### src/abd_pkg.sv
// Purpose: Shared constants for the auto-baud detector block
// Assumes: Register bus is classic Wishbone, 32-bit data, word aligned
// Notes: Offsets are byte addresses
package abd_pkg;
  localparam logic [3:0] ADDR_CTRL = 4'h0;
  localparam logic [3:0] ADDR_DIV = 4'h4;
  localparam logic [3:0] ADDR_RXDATA = 4'h8;
  localparam logic [3:0] ADDR_IRQ_STAT = 4'hc;
  // Mask bits sit above the status bits in the same word
  localparam logic [3:0] ADDR_IRQ_MASK = 4'hc;
  // Control register bits
  localparam int CTRL_AUTOBAUD_ENABLE = 0;
  localparam int CTRL_WUE = 1;
  localparam int CTRL_WIDE_DIVISOR_SELECT = 2;
  localparam int CTRL_HIGH_SPEED_SELECT = 3;
  localparam int CTRL_OVF = 4;
  localparam int CTRL_IDLE = 5;
  // Interrupt status / mask bits
  localparam int IRQ_RX = 0;
  localparam int IRQ_OVF = 1;
  localparam int IRQ_W = 2;
  localparam int EDGES_TO_DONE = 5;
  localparam logic [15:0] COUNT_START = 16'h0001;
  // Base clock prescale values (oscillator cycles per base tick)
  localparam logic [9:0] PRE_SLOW = 10'h040;
  localparam logic [9:0] PRE_MID = 10'h010;
  localparam logic [9:0] PRE_FAST = 10'h004;
  localparam logic [9:0] ABD_MULT = 10'h008;
endpackage

### src/rx_sync.sv
// Purpose: Two-flop synchroniser with rising and falling edge pulses
// Assumes: Input is asynchronous to clk_i
// Notes: The first flop feeds only the second
`timescale 1ns/1ps
`default_nettype none
module rx_sync (
  input wire logic clk_i,
  input wire logic rst_i,
  input wire logic rx_i,
  output logic level_o,
  output logic rise_o,
  output logic fall_o
);
  logic meta;
  logic sync;
  logic prev;
  always_ff @(posedge clk_i) begin
    if (rst_i) begin
      meta <= 1'b1;
      sync <= 1'b1;
      prev <= 1'b1;
    end else begin
      meta <= rx_i;
      sync <= meta;
      prev <= sync;
    end
  end
  assign level_o = sync;
  assign rise_o = sync & ~prev;
  assign fall_o = ~sync & prev;
endmodule // rx_sync
`default_nettype wire

### src/abd_prescaler.sv
// Purpose: Auto-baud counter tick from the oscillator clock
// Assumes: clk_i is the oscillator
// Notes: Ratio chosen from speed bits, times eight for measurement
`timescale 1ns/1ps
`default_nettype none
module abd_prescaler (
  input wire logic clk_i,
  input wire logic rst_i,
  input wire logic run_i,
  input wire logic wide_i,
  input wire logic fast_i,
  output logic tick_o
);
  logic [9:0] base;
  logic [9:0] limit;
  logic [9:0] cnt;
  always_comb begin
    unique case ({wide_i, fast_i})
      2'b00: base = abd_pkg::PRE_SLOW;
      2'b11: base = abd_pkg::PRE_FAST;
      default: base = abd_pkg::PRE_MID;
    endcase
  end
  // Oscillator/512, /128 or /32 while measuring
  assign limit = 10'(base * abd_pkg::ABD_MULT);
  always_ff @(posedge clk_i) begin
    if (rst_i || !run_i) begin
      cnt <= '0;
    end else if (cnt == limit - 10'h001) begin
      cnt <= '0;
    end else begin
      cnt <= cnt + 10'h001;
    end
  end
  assign tick_o = run_i && (cnt == limit - 10'h001);
endmodule // abd_prescaler
`default_nettype wire

### src/uart_auto_baud_detect.sv
// Purpose: Auto-baud detection of a 55h sync character on the rx line
// Assumes: clk_i is the oscillator; rx_i is asynchronous
// Notes: Normal reception and break handling live outside this block
//
// The placing of the registers and the Wishbone interface to the registers were decided locally.
`timescale 1ns/1ps
`default_nettype none
// Operation
// - Setting autobaud_enable starts calibration and holds receive idle.
// - Edges of the rx line time the divisor counter during measurement.
// - Counting starts at the first rising edge after the start bit.
// - At the fifth rising edge the count stays, enable clears, flag sets.
// - Reading the receive data register clears the receive flag.
// - Both divisor bytes form one 16-bit counter during measurement.
// - The counter advances at one eighth of the base clock rate.
// - Base clock is osc/64, osc/16 or osc/4 by the two speed bits.
// - Measurement clock is osc/512, osc/128 or osc/32 likewise.
// - The counter starts at one; software subtracts one afterwards.
// - With wake-on-break also set, measurement waits out the break.
// - Counter overflow sets overflow and receive flag, counting goes on.
// - receive_idle reads 0 while measuring and 1 at the fifth edge.
module uart_auto_baud_detect #(
  parameter int EDGES = abd_pkg::EDGES_TO_DONE
) (
  input wire logic clk_i,
  input wire logic rst_i,
  input wire logic rx_i,
  input wire logic wb_cyc_i,
  input wire logic wb_stb_i,
  input wire logic wb_we_i,
  input wire logic [3:0] wb_adr_i,
  input wire logic [3:0] wb_sel_i,
  input wire logic [31:0] wb_dat_i,
  output logic [31:0] wb_dat_o,
  output logic wb_ack_o,
  output logic rx_hold_idle_o,
  output logic irq_o
);
  typedef enum logic [1:0] {
    ST_IDLE = 2'b00,
    ST_BREAK = 2'b01,
    ST_START = 2'b10,
    ST_COUNT = 2'b11
  } abd_state_e;

  abd_state_e state;
  logic rx_level;
  logic rx_rise;
  logic rx_fall;
  logic tick;
  logic autobaud_enable;
  logic wake_on_break_enable;
  logic wide_divisor_select;
  logic high_speed_select;
  logic autobaud_overflow;
  logic receive_idle;
  logic receive_flag;
  logic [15:0] divisor_pair;
  logic [2:0] edges;
  logic [abd_pkg::IRQ_W-1:0] irq_stat;
  logic [abd_pkg::IRQ_W-1:0] irq_mask;
  logic [abd_pkg::IRQ_W-1:0] irq_evt;
  logic [7:0] receive_data_reg;
  logic req;
  logic wr;
  logic rd;
  logic done;
  logic ovf_evt;
  logic clr_flag;
  logic count_run;
  logic sel_ctrl;
  logic sel_div;
  logic sel_rx;
  logic sel_stat;
  logic abd_go;
  logic abd_stop;
  logic [31:0] next_rd_data;

  // The edge counter is three bits wide
  if (EDGES < 2 || EDGES > 7) begin : g_bad_edges
    $error("EDGES must lie between 2 and 7");
  end

  rx_sync u_sync (
    .clk_i(clk_i),
    .rst_i(rst_i),
    .rx_i(rx_i),
    .level_o(rx_level),
    .rise_o(rx_rise),
    .fall_o(rx_fall)
  );

  abd_prescaler u_pre (
    .clk_i(clk_i),
    .rst_i(rst_i),
    .run_i(count_run),
    .wide_i(wide_divisor_select),
    .fast_i(high_speed_select),
    .tick_o(tick)
  );

  assign req = wb_cyc_i && wb_stb_i && !wb_ack_o;
  assign wr = req && wb_we_i && wb_sel_i[0];
  assign rd = req && !wb_we_i;
  assign done = (state == ST_COUNT) && rx_rise
    && (edges == 3'(EDGES - 1));
  assign ovf_evt = (state == ST_COUNT) && tick && (divisor_pair == 16'hffff);
  assign clr_flag = rd && sel_rx;
  assign count_run = state == ST_COUNT;
  // Register selects shared by the write paths and the data-read flag clear
  assign sel_ctrl = wb_adr_i == abd_pkg::ADDR_CTRL;
  assign sel_div = wb_adr_i == abd_pkg::ADDR_DIV;
  assign sel_rx = wb_adr_i == abd_pkg::ADDR_RXDATA;
  assign sel_stat = wb_adr_i == abd_pkg::ADDR_IRQ_STAT;
  assign abd_go = wr && sel_ctrl && wb_dat_i[abd_pkg::CTRL_AUTOBAUD_ENABLE];
  assign abd_stop = wr && sel_ctrl && !wb_dat_i[abd_pkg::CTRL_AUTOBAUD_ENABLE];

  always_ff @(posedge clk_i) begin
    if (rst_i) begin
      wb_ack_o <= 1'b0;
    end else begin
      wb_ack_o <= req;
    end
  end

  // Sequencer
  always_ff @(posedge clk_i) begin
    if (rst_i) begin
      state <= ST_IDLE;
    end else begin
      unique case (state)
        ST_IDLE: begin
          if (autobaud_enable) begin
            state <= wake_on_break_enable ? ST_BREAK : ST_START;
          end
        end
        ST_BREAK: begin
          // Break ends on its rising edge; the sync byte follows
          if (rx_rise) begin
            state <= ST_START;
          end
        end
        ST_START: begin
          if (rx_rise) begin
            state <= ST_COUNT;
          end
        end
        ST_COUNT: begin
          if (done) begin
            state <= ST_IDLE;
          end
        end
      endcase
      if (!autobaud_enable && state != ST_IDLE) begin
        state <= ST_IDLE;
      end
    end
  end

  // Rising-edge count of the sync character; the first rise counts one
  always_ff @(posedge clk_i) begin
    if (rst_i) begin
      edges <= '0;
    end else if (state == ST_START && rx_rise) begin
      edges <= 3'h1;
    end else if (count_run && rx_rise) begin
      edges <= edges + 3'h1;
    end else if (state == ST_IDLE) begin
      edges <= '0;
    end
  end

  // Divisor counter: one 16-bit count regardless of width select
  // A software write is refused while a measurement runs
  always_ff @(posedge clk_i) begin
    if (rst_i) begin
      divisor_pair <= '0;
    end else if (state == ST_START && rx_rise) begin
      divisor_pair <= abd_pkg::COUNT_START;
    end else if (state == ST_COUNT && tick && !done) begin
      divisor_pair <= divisor_pair + 16'h0001;
    end else if (wr && sel_div
                 && state == ST_IDLE) begin
      divisor_pair <= wb_dat_i[15:0];
    end
  end

  // Control bits
  always_ff @(posedge clk_i) begin
    if (rst_i) begin
      autobaud_enable <= 1'b0;
      wake_on_break_enable <= 1'b0;
      wide_divisor_select <= 1'b0;
      high_speed_select <= 1'b0;
    end else begin
      if (wr && wb_adr_i == abd_pkg::ADDR_CTRL) begin
        autobaud_enable <= wb_dat_i[abd_pkg::CTRL_AUTOBAUD_ENABLE];
        wake_on_break_enable <= wb_dat_i[abd_pkg::CTRL_WUE];
        wide_divisor_select <= wb_dat_i[abd_pkg::CTRL_WIDE_DIVISOR_SELECT];
        high_speed_select <= wb_dat_i[abd_pkg::CTRL_HIGH_SPEED_SELECT];
      end
      if (done) begin
        autobaud_enable <= 1'b0;
        wake_on_break_enable <= 1'b0;
      end
    end
  end

  // Overflow bit: set wins over a software clear
  always_ff @(posedge clk_i) begin
    if (rst_i) begin
      autobaud_overflow <= 1'b0;
    end else if (ovf_evt) begin
      autobaud_overflow <= 1'b1;
    end else if (wr && wb_adr_i == abd_pkg::ADDR_CTRL
                 && !wb_dat_i[abd_pkg::CTRL_OVF]) begin
      autobaud_overflow <= 1'b0;
    end
  end

  // Idle status: low from the enable write until the fifth rise
  always_ff @(posedge clk_i) begin
    if (rst_i) begin
      receive_idle <= 1'b1;
    end else if (done || abd_stop) begin
      receive_idle <= 1'b1;
    end else if (abd_go) begin
      receive_idle <= 1'b0;
    end
  end

  // Receiver hold spans the same window
  always_ff @(posedge clk_i) begin
    if (rst_i) begin
      rx_hold_idle_o <= 1'b0;
    end else if (done || abd_stop) begin
      rx_hold_idle_o <= 1'b0;
    end else if (abd_go) begin
      rx_hold_idle_o <= 1'b1;
    end
  end

  // Receive flag: set wins over the clear by a data read
  always_ff @(posedge clk_i) begin
    if (rst_i) begin
      receive_flag <= 1'b0;
    end else if (done || ovf_evt) begin
      receive_flag <= 1'b1;
    end else if (clr_flag) begin
      receive_flag <= 1'b0;
    end
  end

  // Data register holds no character during calibration
  always_ff @(posedge clk_i) begin
    if (rst_i) begin
      receive_data_reg <= '0;
    end else if (done) begin
      receive_data_reg <= 8'h00;
    end
  end

  // Interrupt mask, above the status bits in the same word
  always_ff @(posedge clk_i) begin
    if (rst_i) begin
      irq_mask <= '0;
    end else if (wr && wb_adr_i == abd_pkg::ADDR_IRQ_MASK) begin
      irq_mask <= wb_dat_i[2*abd_pkg::IRQ_W-1:abd_pkg::IRQ_W];
    end
  end

  // Per-event sticky status: write one to clear, the event wins
  assign irq_evt[abd_pkg::IRQ_RX] = done || ovf_evt;
  assign irq_evt[abd_pkg::IRQ_OVF] = ovf_evt;
  for (genvar b = 0; b < abd_pkg::IRQ_W; b++) begin : g_irq_bit
    always_ff @(posedge clk_i) begin
      if (rst_i) begin
        irq_stat[b] <= 1'b0;
      end else if (irq_evt[b]) begin
        irq_stat[b] <= 1'b1;
      end else if (wr && sel_stat && wb_dat_i[b]) begin
        irq_stat[b] <= 1'b0;
      end
    end
  end

  always_ff @(posedge clk_i) begin
    if (rst_i) begin
      irq_o <= 1'b0;
    end else begin
      irq_o <= |(irq_stat & irq_mask);
    end
  end

  // Read mux; unmapped addresses read zero and still acknowledge
  always_comb begin
    next_rd_data = '0;
    unique case (wb_adr_i)
      abd_pkg::ADDR_CTRL: begin
        next_rd_data = {26'h0, receive_idle, autobaud_overflow,
          high_speed_select, wide_divisor_select, wake_on_break_enable,
          autobaud_enable};
      end
      abd_pkg::ADDR_DIV: begin
        next_rd_data = {16'h0, divisor_pair};
      end
      abd_pkg::ADDR_RXDATA: begin
        next_rd_data = {23'h0, receive_flag, receive_data_reg};
      end
      abd_pkg::ADDR_IRQ_STAT: begin
        next_rd_data = {28'h0, irq_mask, irq_stat};
      end
      default: begin
        next_rd_data = '0;
      end
    endcase
  end

  // Registered so that read data stands with ack
  always_ff @(posedge clk_i) begin
    if (rst_i) begin
      wb_dat_o <= '0;
    end else if (rd) begin
      wb_dat_o <= next_rd_data;
    end
  end

  logic unused;
  assign unused = rx_level ^ rx_fall;
endmodule // uart_auto_baud_detect
`default_nettype wire

### config.mk
export PLATFORM = sky130hd
export DESIGN_NAME = uart_auto_baud_detect
export DESIGN_NICKNAME = d
export VERILOG_FILES = /design/src/abd_pkg.sv /design/src/rx_sync.sv /design/src/abd_prescaler.sv /design/src/uart_auto_baud_detect.sv
export SDC_FILE = /design/constraint.sdc
export NUM_CORES = 1
export LEC_CHECK = 0
export ABC_CLOCK_PERIOD_IN_PS = 5500
export BUFFER_PORTS_ARGS = -buffer_cell sky130_fd_sc_hd__buf_2
export CORE_MARGIN = 5
export CORE_UTILIZATION = 58
export DETAILED_ROUTE_END_ITERATION = 10
export GPL_TIMING_DRIVEN = 0
export PLACE_DENSITY = 0.9
export SETUP_SLACK_MARGIN = 0.3
export SLEW_MARGIN = 20
export SYNTH_ARGS = -nofsm -noshare
export SYNTH_HDL_FRONTEND = slang
export SYNTH_SLANG_ARGS = --single-unit
export TNS_END_PERCENT = 50
### constraint.sdc
create_clock -name clk_i -period 5.5 [get_ports clk_i]
set_clock_uncertainty 0.05 [all_clocks]
set_input_delay 1.375 -clock clk_i [delete_from_list [all_inputs] [get_ports clk_i]]
set_output_delay 1.375 -clock clk_i [all_outputs]
set_load 0.01 [all_outputs]
==> impl_metrics.json, run 1 <==
{
  "rows": 27,
  "clockBufferDepth": 2,
  "vias": 3382,
  "ys_ff_latch": 64,
  "core_area_sq_mm": 0.00557,
  "crit_type": "input port to register",
  "die-width_microns": 86.3,
  "holdPathEnd": "u_sync.level_o",
  "nets": 535,
  "synth_xor_area_share_pct": 2.07,
  "grt_pass1_vias": 3329,
  "vias_per_cell": 6.06,
  "reg2reg_depth": 8,
  "wl_microns": 9060,
  "firstDrtPassIters": 6,
  "dieArea_sq_mm": 0.00745,
  "hold_viol": 0,
  "grt_use_total_pct": 24.9,
  "worst_slew_pin_slew_ps": 753,
  "drive_gt1_share_pct": 19.1,
  "arrival_ps": 3510,
  "cts_made_buffers": 9,
  "n_antenna_cell": 0,
  "worstPathMaxFanout": 10,
  "cts_tree": "yes",
  "synthSimpleGateAreaFrac_pct": 27.6,
  "seqCellArea_sq_mm": 0.00128,
  "slew_viol_final": 0,
  "r2r-end": "divisor_pair[11]",
  "synthAdderAreaFrac_pct": 2.96,
  "grt_pass1_wl_microns": 14900,
  "rr_startpoint": "state[1]",
  "outcome": "complete, no violations",
  "slowest_stage": "nor4b_2",
  "antenna_found_initial": 0,
  "multi_input_area_sq_mm": 0.00190,
  "rrSetupSlack_ps": 2820,
  "gp_congestion": 0.996,
  "tns_ps": 0,
  "post_cts_buffers": 0,
  "rsz0062_at_grt": "false",
  "synthFlopType": "dfxtp_1",
  "end_kind": "register",
  "wl_per_cell_microns": 16.2,
  "cts_sinks": 64,
  "clockRootBuffer": "clkbuf_8",
  "grt_overflow": 0,
  "max_freq_mhz": 304,
  "hold_buffers": 0,
  "yosys_warnings": 0,
  "slowest_delay_ps": 610,
  "whs_path_depth": 1,
  "holdCritStartpoint": "u_sync.meta",
  "synth_seq_area_share_pct": 37.9,
  "holdCritPathClass": "register to register",
  "grt_start_max_net_pins": 11,
  "critPathLaunchType": "input port",
  "num_io_pins": 81,
  "fill_cells": 439,
  "fp.dieH_microns": 86.3,
  "period_minus_slack_ps": 3290,
  "port-buffer-count": 43,
  "cts_resized": 0,
  "hpwl_microns": 6480,
  "crit_chain": "buf_2 -> nor4b_2 -> buf_4 -> nor4b_2 -> buf_2 -> nand2_1 -> a21o_1 -> a21oi_1",
  "required_ps": 5730,
  "powerDensity_mw_per_mm2": 267,
  "htree_levels": 3,
  "synth_top_family_by_area": "simple AND/OR/NAND/NOR gates",
  "syn_to_final_growth_pct": 17.0,
  "synth_edf_count": 0,
  "synth-compound-area-share_pct": 16.8,
  "slew_headroom_pct": 49.4,
  "synth_cells": 412,
  "period_share_pct": 59.7,
  "finalSetupViolations": 0,
  "p_leak_nw": 1.54,
  "synthMuxAreaShare_pct": 5.08,
  "synth_area_per_cell_sq_um": 8.20,
  "max-cap-violations": 0,
  "yosysUniqueCellTypes": 60,
  "drt-initial-drc-count": 330,
  "synth.cell_area_sq_mm": 0.00338,
  "clkTransAtPathRegs_ps": 70,
  "clk_latency_ps": 350,
  "ir_drop_v": 0.000173,
  "async_flop_share_pct": 0,
  "initial_core_util_pct": 60.6,
  "drc_errors": 0,
  "drtAntennaViolNets": 0,
  "whs_ps": 376
}
## synth_stat cells, types with 2 or more instances
master / instances / area (sq um)
inv_1: 10 / 37.5
o211ai_1: 3 / 22.5
buf_2: 5 / 25.0
a22oi_1: 6 / 45.0
or3_1: 2 / 12.5
clkbuf_1: 12 / 45.0
a21o_1: 5 / 37.5
nor3b_1: 2 / 15.0
or2_2: 5 / 31.3
nand2b_1: 4 / 25.0
o21a_1: 2 / 15.0
a211oi_1: 6 / 45.0
nand3_1: 30 / 150
and3_1: 5 / 31.3
nor2_1: 45 / 169
nand4bb_1: 2 / 22.5
xnor2_1: 7 / 61.3
nor2b_1: 3 / 18.8
a21oi_1: 26 / 130
nand3b_1: 4 / 30.0
a2111oi_0: 3 / 26.3
o31ai_1: 2 / 15.0
o21ai_0: 13 / 65.1
nor3_1: 10 / 50.1
nand4_1: 5 / 31.3
and2_1: 6 / 37.5
and4_1: 3 / 26.3
dfxtp_1: 64 / 1280
or4b_1: 2 / 20.0
nand2_1: 44 / 165
a31oi_1: 7 / 43.8
buf_4: 18 / 135
mux2i_1: 16 / 160
nor4b_2: 2 / 30.0
ha_1: 8 / 100
## worst max-delay path, delay by kind of cell
| family | cells | cell delay, ps |
|---|---|---|
| AO/OA/AOI/OAI | 2 | 300 |
| buffers and inverters | 3 | 780 |
| AND/OR/NAND/NOR | 3 | 1040 |
## final cells by class
class	count	share of cell area (%)
Multi-Input combinational cell	316	48.1
Timing Repair Buffer	43	5.44
Clock buffer	13	3.77
Buffer	36	5.29
Clock inverter	3	1.65
Sequential cell	64	32.4
Inverter	11	1.04
Tap cell	72	2.28
## flip-flops by register name (all words and copies together) (netlist names)
signal	count
divisor_pair	16
state	2
u_sync.level_o	1
rx_hold_idle_o	1
wb_ack_o	1
irq_mask	2
wide_divisor_select	1
irq_stat	2
u_sync.prev	1
receive_idle	1
u_sync.meta	1
edges	3
receive_flag	1
autobaud_enable	1
irq_o	1
u_pre.cnt	10
autobaud_overflow	1
high_speed_select	1
wb_dat_o	16
wake_on_break_enable	1
## power breakdown
part | internal [mW] | switching (mW) | total (mW)
Clock | 0.268 | 0.180 | 0.448
Combinational | 0.0490 | 0.0774 | 0.126
Sequential | 0.471 | 0.00932 | 0.480
## metal layers
layer,part of all wire (%),global-route usage [%]
met2,50,44.5
met4,2.7,11.2
met5,0,0
met3,9.9,5.61
met1,38,28.1
## logic make-up after synthesis
logic type                 Yosys count
and+or+nand+nor                    181
AOI/OAI and AO/OA                   86
DFF                                 64
buffers and inverters               47
muxes                               17
adders and majority gates            8
xor gates and xnor gates             8
other                                1
## cell usage in the layout, fill, tap and decap left out, types with 3 or more instances in the layout
master / Yosys / routed
conb_1: 1 / 16
nand3b_1: 4 / 4
or2_2: 5 / 5
a21oi_1: 26 / 26
o21ai_0: 13 / 13
a211oi_1: 6 / 6
nand4_1: 5 / 5
clkbuf_1: 12 / 15
and3_1: 5 / 5
inv_1: 10 / 10
nor2_1: 45 / 45
mux2i_1: 16 / 16
buf_4: 18 / 18
clkbuf_8: 0 / 10
a21o_1: 5 / 5
a22oi_1: 6 / 6
nor3_1: 10 / 10
and2_1: 6 / 6
nor2b_1: 3 / 3
nand3_1: 30 / 30
ha_1: 8 / 8
and4_1: 3 / 3
nand2_1: 44 / 44
nand2b_1: 4 / 4
buf_2: 5 / 48
xnor2_1: 7 / 7
a31oi_1: 7 / 7
o211ai_1: 3 / 3
dfxtp_1: 64 / 64
a2111oi_0: 3 / 3
## how the worst max path moves through the flow
| stage | start | endpoint | slack (ps) | depth (start not counted) |
|---|---|---|---|---|
| after floorplan | wb_adr_i[2] | divisor_pair[1] | 2470 | 7 |
| after global placement | wb_adr_i[3] | divisor_pair[10] | 2040 | 7 |
| after detailed placement | wb_adr_i[2] | divisor_pair[5] | 1940 | 8 |
| after CTS | wb_adr_i[2] | divisor_pair[7] | 2290 | 8 |
| after global routing | wb_adr_i[2] | divisor_pair[10] | 1980 | 7 |
| final | wb_adr_i[2] | divisor_pair[7] | 2210 | 8 |
## through the flow
| stage | instances | power, mW | area, sq um | util (%) | setup slack, ps |
|---|---|---|---|---|---|
| final | 558 | 1.05 | 3950 | 70.9 | 2210 |
| after global routing | 558 | 1.09 | 3950 | 70.9 | 1980 |
| after CTS | 558 | 1.05 | 3950 | 70.9 | 2290 |
| after detailed placement | 542 | 0.611 | 3740 | 67.1 | 1940 |
| after global placement | 542 | 0.605 | 3740 | 67.1 | 2040 |
| after floorplan | 427 | 0.576 | 3430 | - | 2470 |
(Power assumes the default switching activity.)
==> run 2, diff against run 1 <==
--- a/config.mk
+++ b/config.mk
@@ -5,13 +5,13 @@
 export SDC_FILE = /design/constraint.sdc
 export NUM_CORES = 1
 export LEC_CHECK = 0
-export ABC_CLOCK_PERIOD_IN_PS = 5500
+export ABC_CLOCK_PERIOD_IN_PS = 3100
 export BUFFER_PORTS_ARGS = -buffer_cell sky130_fd_sc_hd__buf_2
 export CORE_MARGIN = 5
-export CORE_UTILIZATION = 58
+export CORE_UTILIZATION = 54
 export DETAILED_ROUTE_END_ITERATION = 10
 export GPL_TIMING_DRIVEN = 0
-export PLACE_DENSITY = 0.9
+export PLACE_DENSITY = 0.85
 export SETUP_SLACK_MARGIN = 0.3
 export SLEW_MARGIN = 20
 export SYNTH_ARGS = -nofsm -noshare
==> constraint.sdc (replaced) <==
create_clock -name clk_i -period 3.1 [get_ports clk_i]
set_clock_uncertainty 0.05 [all_clocks]
set_input_delay 0.775 -clock clk_i [delete_from_list [all_inputs] [get_ports clk_i]]
set_output_delay 0.775 -clock clk_i [all_outputs]
set_load 0.01 [all_outputs]
==> impl_metrics.json, run 2 (synthesized netlist as in run 1, its figures left out) <==
{
  "outcome": "complete, no violations",
  "drive_gt1_share_pct": 19.1,
  "worstPathMaxFanout": 10,
  "powerDensity_mw_per_mm2": 446,
  "placedInstanceArea_sq_mm": 0.00374,
  "tns_ps": 0,
  "drtAntennaViolNets": 0,
  "layout_commonest_cell": "dfxtp_1",
  "fill_cells": 520,
  "finalSetupViolations": 0,
  "clockBufferDepth": 2,
  "max_freq_mhz": 387,
  "hpwl_microns": 6440,
  "wl_microns": 8690,
  "dr.max_layer_used": "met4",
  "clk_latency_ps": 350,
  "met2_length_microns": 4230,
  "worst_slew_pin_slew_ps": 820,
  "required_ps": 3260,
  "num_io_pins": 81,
  "cts_tree": "yes",
  "finalNonFillerCells": 561,
  "wl_met1_microns": 3520,
  "antenna_found_initial": 0,
  "final_area_sq_mm": 0.00394,
  "htree_levels": 3,
  "largestRegisters": "divisor_pair: 16 flops, wb_dat_o: 16 flops, u_pre.cnt: 10 flops",
  "dpl_worst_slack_ps": 174,
  "core_area_sq_mm": 0.00599,
  "vias_per_cell": 5.80,
  "firstDrtPassIters": 5,
  "gp_congestion": 0.925,
  "grt_overflow": 0,
  "period_minus_slack_ps": 2580,
  "rsz0062_at_grt": "false",
  "vias": 3251,
  "clockRootBuffer": "clkbuf_8",
  "whs_ps": 357,
  "wl_per_cell_microns": 15.5,
  "drc_errors": 0,
  "cts_made_buffers": 9,
  "grt_pass1_wl_microns": 13900,
  "wl_met3_microns": 754,
  "period_share_pct": 83.3,
  "max-cap-violations": 0,
  "layout_common_cells": "64 x dfxtp_1, 48 x buf_2, 45 x nor2_1, 44 x nand2_1, 30 x nand3_1",
  "fin_util_pct": 65.8,
  "nets": 535,
  "slew_headroom_pct": 44.9,
  "multi_input_area_sq_mm": 0.00192,
  "critPathLaunchType": "register",
  "port-buffer-count": 43,
  "fin_ws_ps": 517,
  "post_cts_buffers": 0,
  "grt_start_max_net_pins": 11,
  "clkTransAtPathRegs_ps": 70,
  "power.total_mw": 1.76,
  "n_antenna_cell": 0,
  "die-width_microns": 89.1,
  "initial_core_util_pct": 56.4,
  "cts_sinks": 64,
  "syn_to_final_growth_pct": 16.7,
  "arrival_ps": 2740,
  "crit_type": "register to register",
  "place_inst": 545,
  "slew_viol_final": 0,
  "grt_use_total_pct": 22.5,
  "fp.dieH_microns": 89.1,
  "p_leak_nw": 1.53,
  "end_kind": "register",
  "drt-initial-drc-count": 281,
  "rows": 28,
  "dieArea_sq_mm": 0.00794,
  "holdCritPathClass": "register to register",
  "hold_viol": 0,
  "ir_drop_v": 0.000279,
  "seqCellArea_sq_mm": 0.00128,
  "grt_pass1_vias": 2966
}
## run 2: repair_timing
item | CTS | global route
gates resized for setup | 0 | 3
hold buffers | 0 | 0
endpoints found under the setup margin | 0 | 9
## run 2: layer usage
metal  global-route usage, %  vias to the layer above
met5                       0                        -
met1                    27.9                     1523
met2                    37.5                      136
met3                    5.07                       19
li1                        -                     1573
met4                    9.47                        0
## run 2: worst paths after layout
kind | to | depth (start not counted) | start | slack (ps)
max | divisor_pair[4] | 9 | state[1] | 520
min | u_sync.level_o | 1 | u_sync.meta | 360
max reg2reg | divisor_pair[4] | 9 | state[1] | 520
min reg2reg | u_sync.level_o | 1 | u_sync.meta | 360
## run 2: layout make-up
cell class,count,area share [%]
clock buffers,12,3.43
well taps,75,2.38
repair buffers,43,5.46
inverters,11,1.05
clock inverters,4,1.14
multi-input cells,316,48.7
plain buffers,36,5.30
flip-flops and latches,64,32.5
## run 2: power breakdown
part           internal (mW)  switching, mW  leakage [nW]
logic                 0.0872          0.135         0.919
registers              0.835         0.0168         0.516
clock network          0.368          0.317        0.0941
## run 2: worst max-delay path: stages, from the launching register on
cell and delay, ps:
dfxtp_1 450, ha_1 360, inv_2 90, or4b_1 490, buf_2 180, a21o_1 190
buf_2 190, buf_2 220, nand3_1 130, a31oi_1 80
==> run 3, diff against run 2 <==
--- a/config.mk
+++ b/config.mk
@@ -5,13 +5,14 @@
 export SDC_FILE = /design/constraint.sdc
 export NUM_CORES = 1
 export LEC_CHECK = 0
-export ABC_CLOCK_PERIOD_IN_PS = 3100
+export ABC_AREA = 1
+export ABC_CLOCK_PERIOD_IN_PS = 2200
 export BUFFER_PORTS_ARGS = -buffer_cell sky130_fd_sc_hd__buf_2
 export CORE_MARGIN = 5
-export CORE_UTILIZATION = 54
+export CORE_UTILIZATION = 49
 export DETAILED_ROUTE_END_ITERATION = 10
 export GPL_TIMING_DRIVEN = 0
-export PLACE_DENSITY = 0.85
+export PLACE_DENSITY = 0.82
 export SETUP_SLACK_MARGIN = 0.3
 export SLEW_MARGIN = 20
 export SYNTH_ARGS = -nofsm -noshare
==> constraint.sdc (replaced) <==
create_clock -name clk_i -period 2.2 [get_ports clk_i]
set_clock_uncertainty 0.05 [all_clocks]
set_input_delay 0.55 -clock clk_i [delete_from_list [all_inputs] [get_ports clk_i]]
set_output_delay 0.55 -clock clk_i [all_outputs]
set_load 0.01 [all_outputs]
==> impl_metrics.json, run 3 <==
{
  "outcome": "complete, no violations",
  "yosysUniqueCellTypes": 41,
  "initial_core_util_pct": 50.5,
  "hpwl_microns": 6410,
  "die-width_microns": 93.7,
  "globalRouteMet1Util_pct": 25.3,
  "grt_use_total_pct": 19.8,
  "max-cap-violations": 0,
  "clkTransAtPathRegs_ps": 70,
  "powerDensity_mw_per_mm2": 603,
  "synthMuxAreaShare_pct": 0,
  "fill_cells": 633,
  "largestRegisters": "divisor_pair: 16 flops, wb_dat_o: 16 flops, u_pre.cnt: 10 flops",
  "synth_seq_area_share_pct": 37.3,
  "drive_gt1_share_pct": 20.7,
  "finalSetupViolations": 0,
  "p_leak_nw": 1.86,
  "yosysTopAreaCellShare_pct": 37.3,
  "drt-initial-drc-count": 203,
  "gr-usage-met3_pct": 2.96,
  "vias_per_cell": 4.93,
  "end_kind": "register",
  "layout_commonest_cell": "nand2_1",
  "critPathLaunchType": "register",
  "synth-compound-area-share_pct": 15.4,
  "fin_ws_ps": 397,
  "htree_levels": 3,
  "wl_per_cell_microns": 12.6,
  "async_flop_share_pct": 0,
  "holdCritPathClass": "input port to register",
  "fin_util_pct": 61.0,
  "clockBufferDepth": 2,
  "layout_common_cells": "118 x nand2_1, 64 x inv_1, 61 x dfxtp_1, 55 x nor2_1, 46 x buf_2",
  "synthTopCellsByArea": "dfxtp_1 37%, nand2_1 13%, inv_1 7.0%, nor2_1 6.5%, a21oi_1 4.8%",
  "grt_pass1_wl_microns": 14100,
  "antenna_found_initial": 0,
  "grt_overflow": 0,
  "core_area_sq_mm": 0.00679,
  "vias": 3327,
  "yosys.area.top_type": "dfxtp_1",
  "synthAdderAreaFrac_pct": 2.92,
  "nets": 628,
  "rows": 30,
  "firstDrtPassIters": 5,
  "use_met2_pct": 33.8,
  "yosysMostFrequentCell": "nand2_1",
  "synth_area_per_cell_sq_um": 6.91,
  "ir_drop_v": 0.000323,
  "drc_errors": 0,
  "clk_latency_ps": 340,
  "synth_edf_count": 0,
  "synth.cell_area_sq_mm": 0.00343,
  "synth_top_family_by_area": "simple AND/OR/NAND/NOR gates",
  "cts_sinks": 64,
  "ys_ff_latch": 64,
  "drtAntennaViolNets": 0,
  "rsz0062_at_grt": "true",
  "grt_start_max_net_pins": 13,
  "fp.dieH_microns": 93.7,
  "synthFlopType": "dfxtp_1",
  "num_io_pins": 81,
  "dpl_worst_slack_ps": -52.7,
  "period_share_pct": 82.0,
  "gp_congestion": 0.885,
  "yosys_warnings": 0,
  "arrival_ps": 1980,
  "cts_made_buffers": 9,
  "port-buffer-count": 44,
  "finalNonFillerCells": 675,
  "grt_pass1_vias": 3134,
  "worstPathMaxFanout": 10,
  "power.total_mw": 2.50,
  "period_minus_slack_ps": 1800,
  "place_inst": 652,
  "slew_viol_final": 0,
  "synthTopCellsByCount": "120 x nand2_1, 64 x dfxtp_1, 64 x inv_1",
  "synth_cells": 497,
  "synthSimpleGateAreaFrac_pct": 29.2,
  "crit_type": "register to register",
  "hold_viol": 0,
  "clockRootBuffer": "clkbuf_8",
  "cts_tree": "yes",
  "hold_buffers": 0,
  "wl_microns": 8530,
  "syn_to_final_growth_pct": 20.8,
  "required_ps": 2380,
  "busiest_layer": "met2",
  "synth_xor_area_share_pct": 2.30,
  "max_freq_mhz": 555,
  "dieArea_sq_mm": 0.00878,
  "n_antenna_cell": 0
}
-- run 3: what timing repair did --
action | 4_1_cts | 5_1_grt
buffers inserted | 0 | 6
endpoints found under the setup margin | 10 | 21
pin swaps | 0 | 5
cloned | 0 | 1
gates resized for setup | 1 | 14
-- run 3: power breakdown --
group	leakage, nW	internal [mW]	switching (mW)
registers	0.518	1.17	0.00934
clock network	0.110	0.640	0.491
logic	1.24	0.0737	0.119
-- run 3: layout make-up --
cell class              count  area [sq um]  share of cell area (%)
multi-input cells         355          1820                    43.8
flip-flops and latches     64          1280                    31.0
repair buffers             50           265                    6.40
inverters                  69           259                    6.25
plain buffers              25           180                    4.35
clock buffers               9           124                    2.99
well taps                  96           120                    2.90
clock inverters             7          95.1                    2.29
-- run 3: worst max-delay path, cell delays in order (launching register included) --
cell and delay (ps):
dfxtp_1 400, ha_1 190, inv_1 130, a21oi_4 250, nand3_4 170, nand2_4 140
inv_2 70, buf_6 140, nor2_1 110, nor2_1 40
-- run 3: per-layer routing --
layer / vias up / part of all wire (%)
met5: - / 0
met1: 1483 / 44
met4: 0 / 1.2
li1: 1717 / -
met2: 114 / 48
met3: 13 / 7.4
-- run 3: cells by family after synthesis --
group | count (synthesis)
AND/OR/NAND/NOR | 227
AO/OA/AOI/OAI | 94
flip-flops | 64
XOR/XNOR | 9
buffers and inverters | 94
other | 1
adder cells (fa/ha/maj) | 8
-- run 3: final timing paths --
check	from	endpoint	slack, ps	cells past startpoint
setup / recovery	state[0]	divisor_pair[7]	400	9
hold / removal	rx_i	u_sync.meta	340	2
setup reg to reg	state[0]	divisor_pair[7]	400	9
hold reg to reg	u_pre.cnt[0]	u_pre.cnt[0]	370	1
-- run 3: per-stage QoR --
step	hold slack [ps]	instance area, sq um	TNS [ps]
floorplan	339	3490	0
global placement	348	3830	0
detailed placement	352	3830	-424
CTS	338	4060	0
global route	341	4150	0
finish	343	4150	0
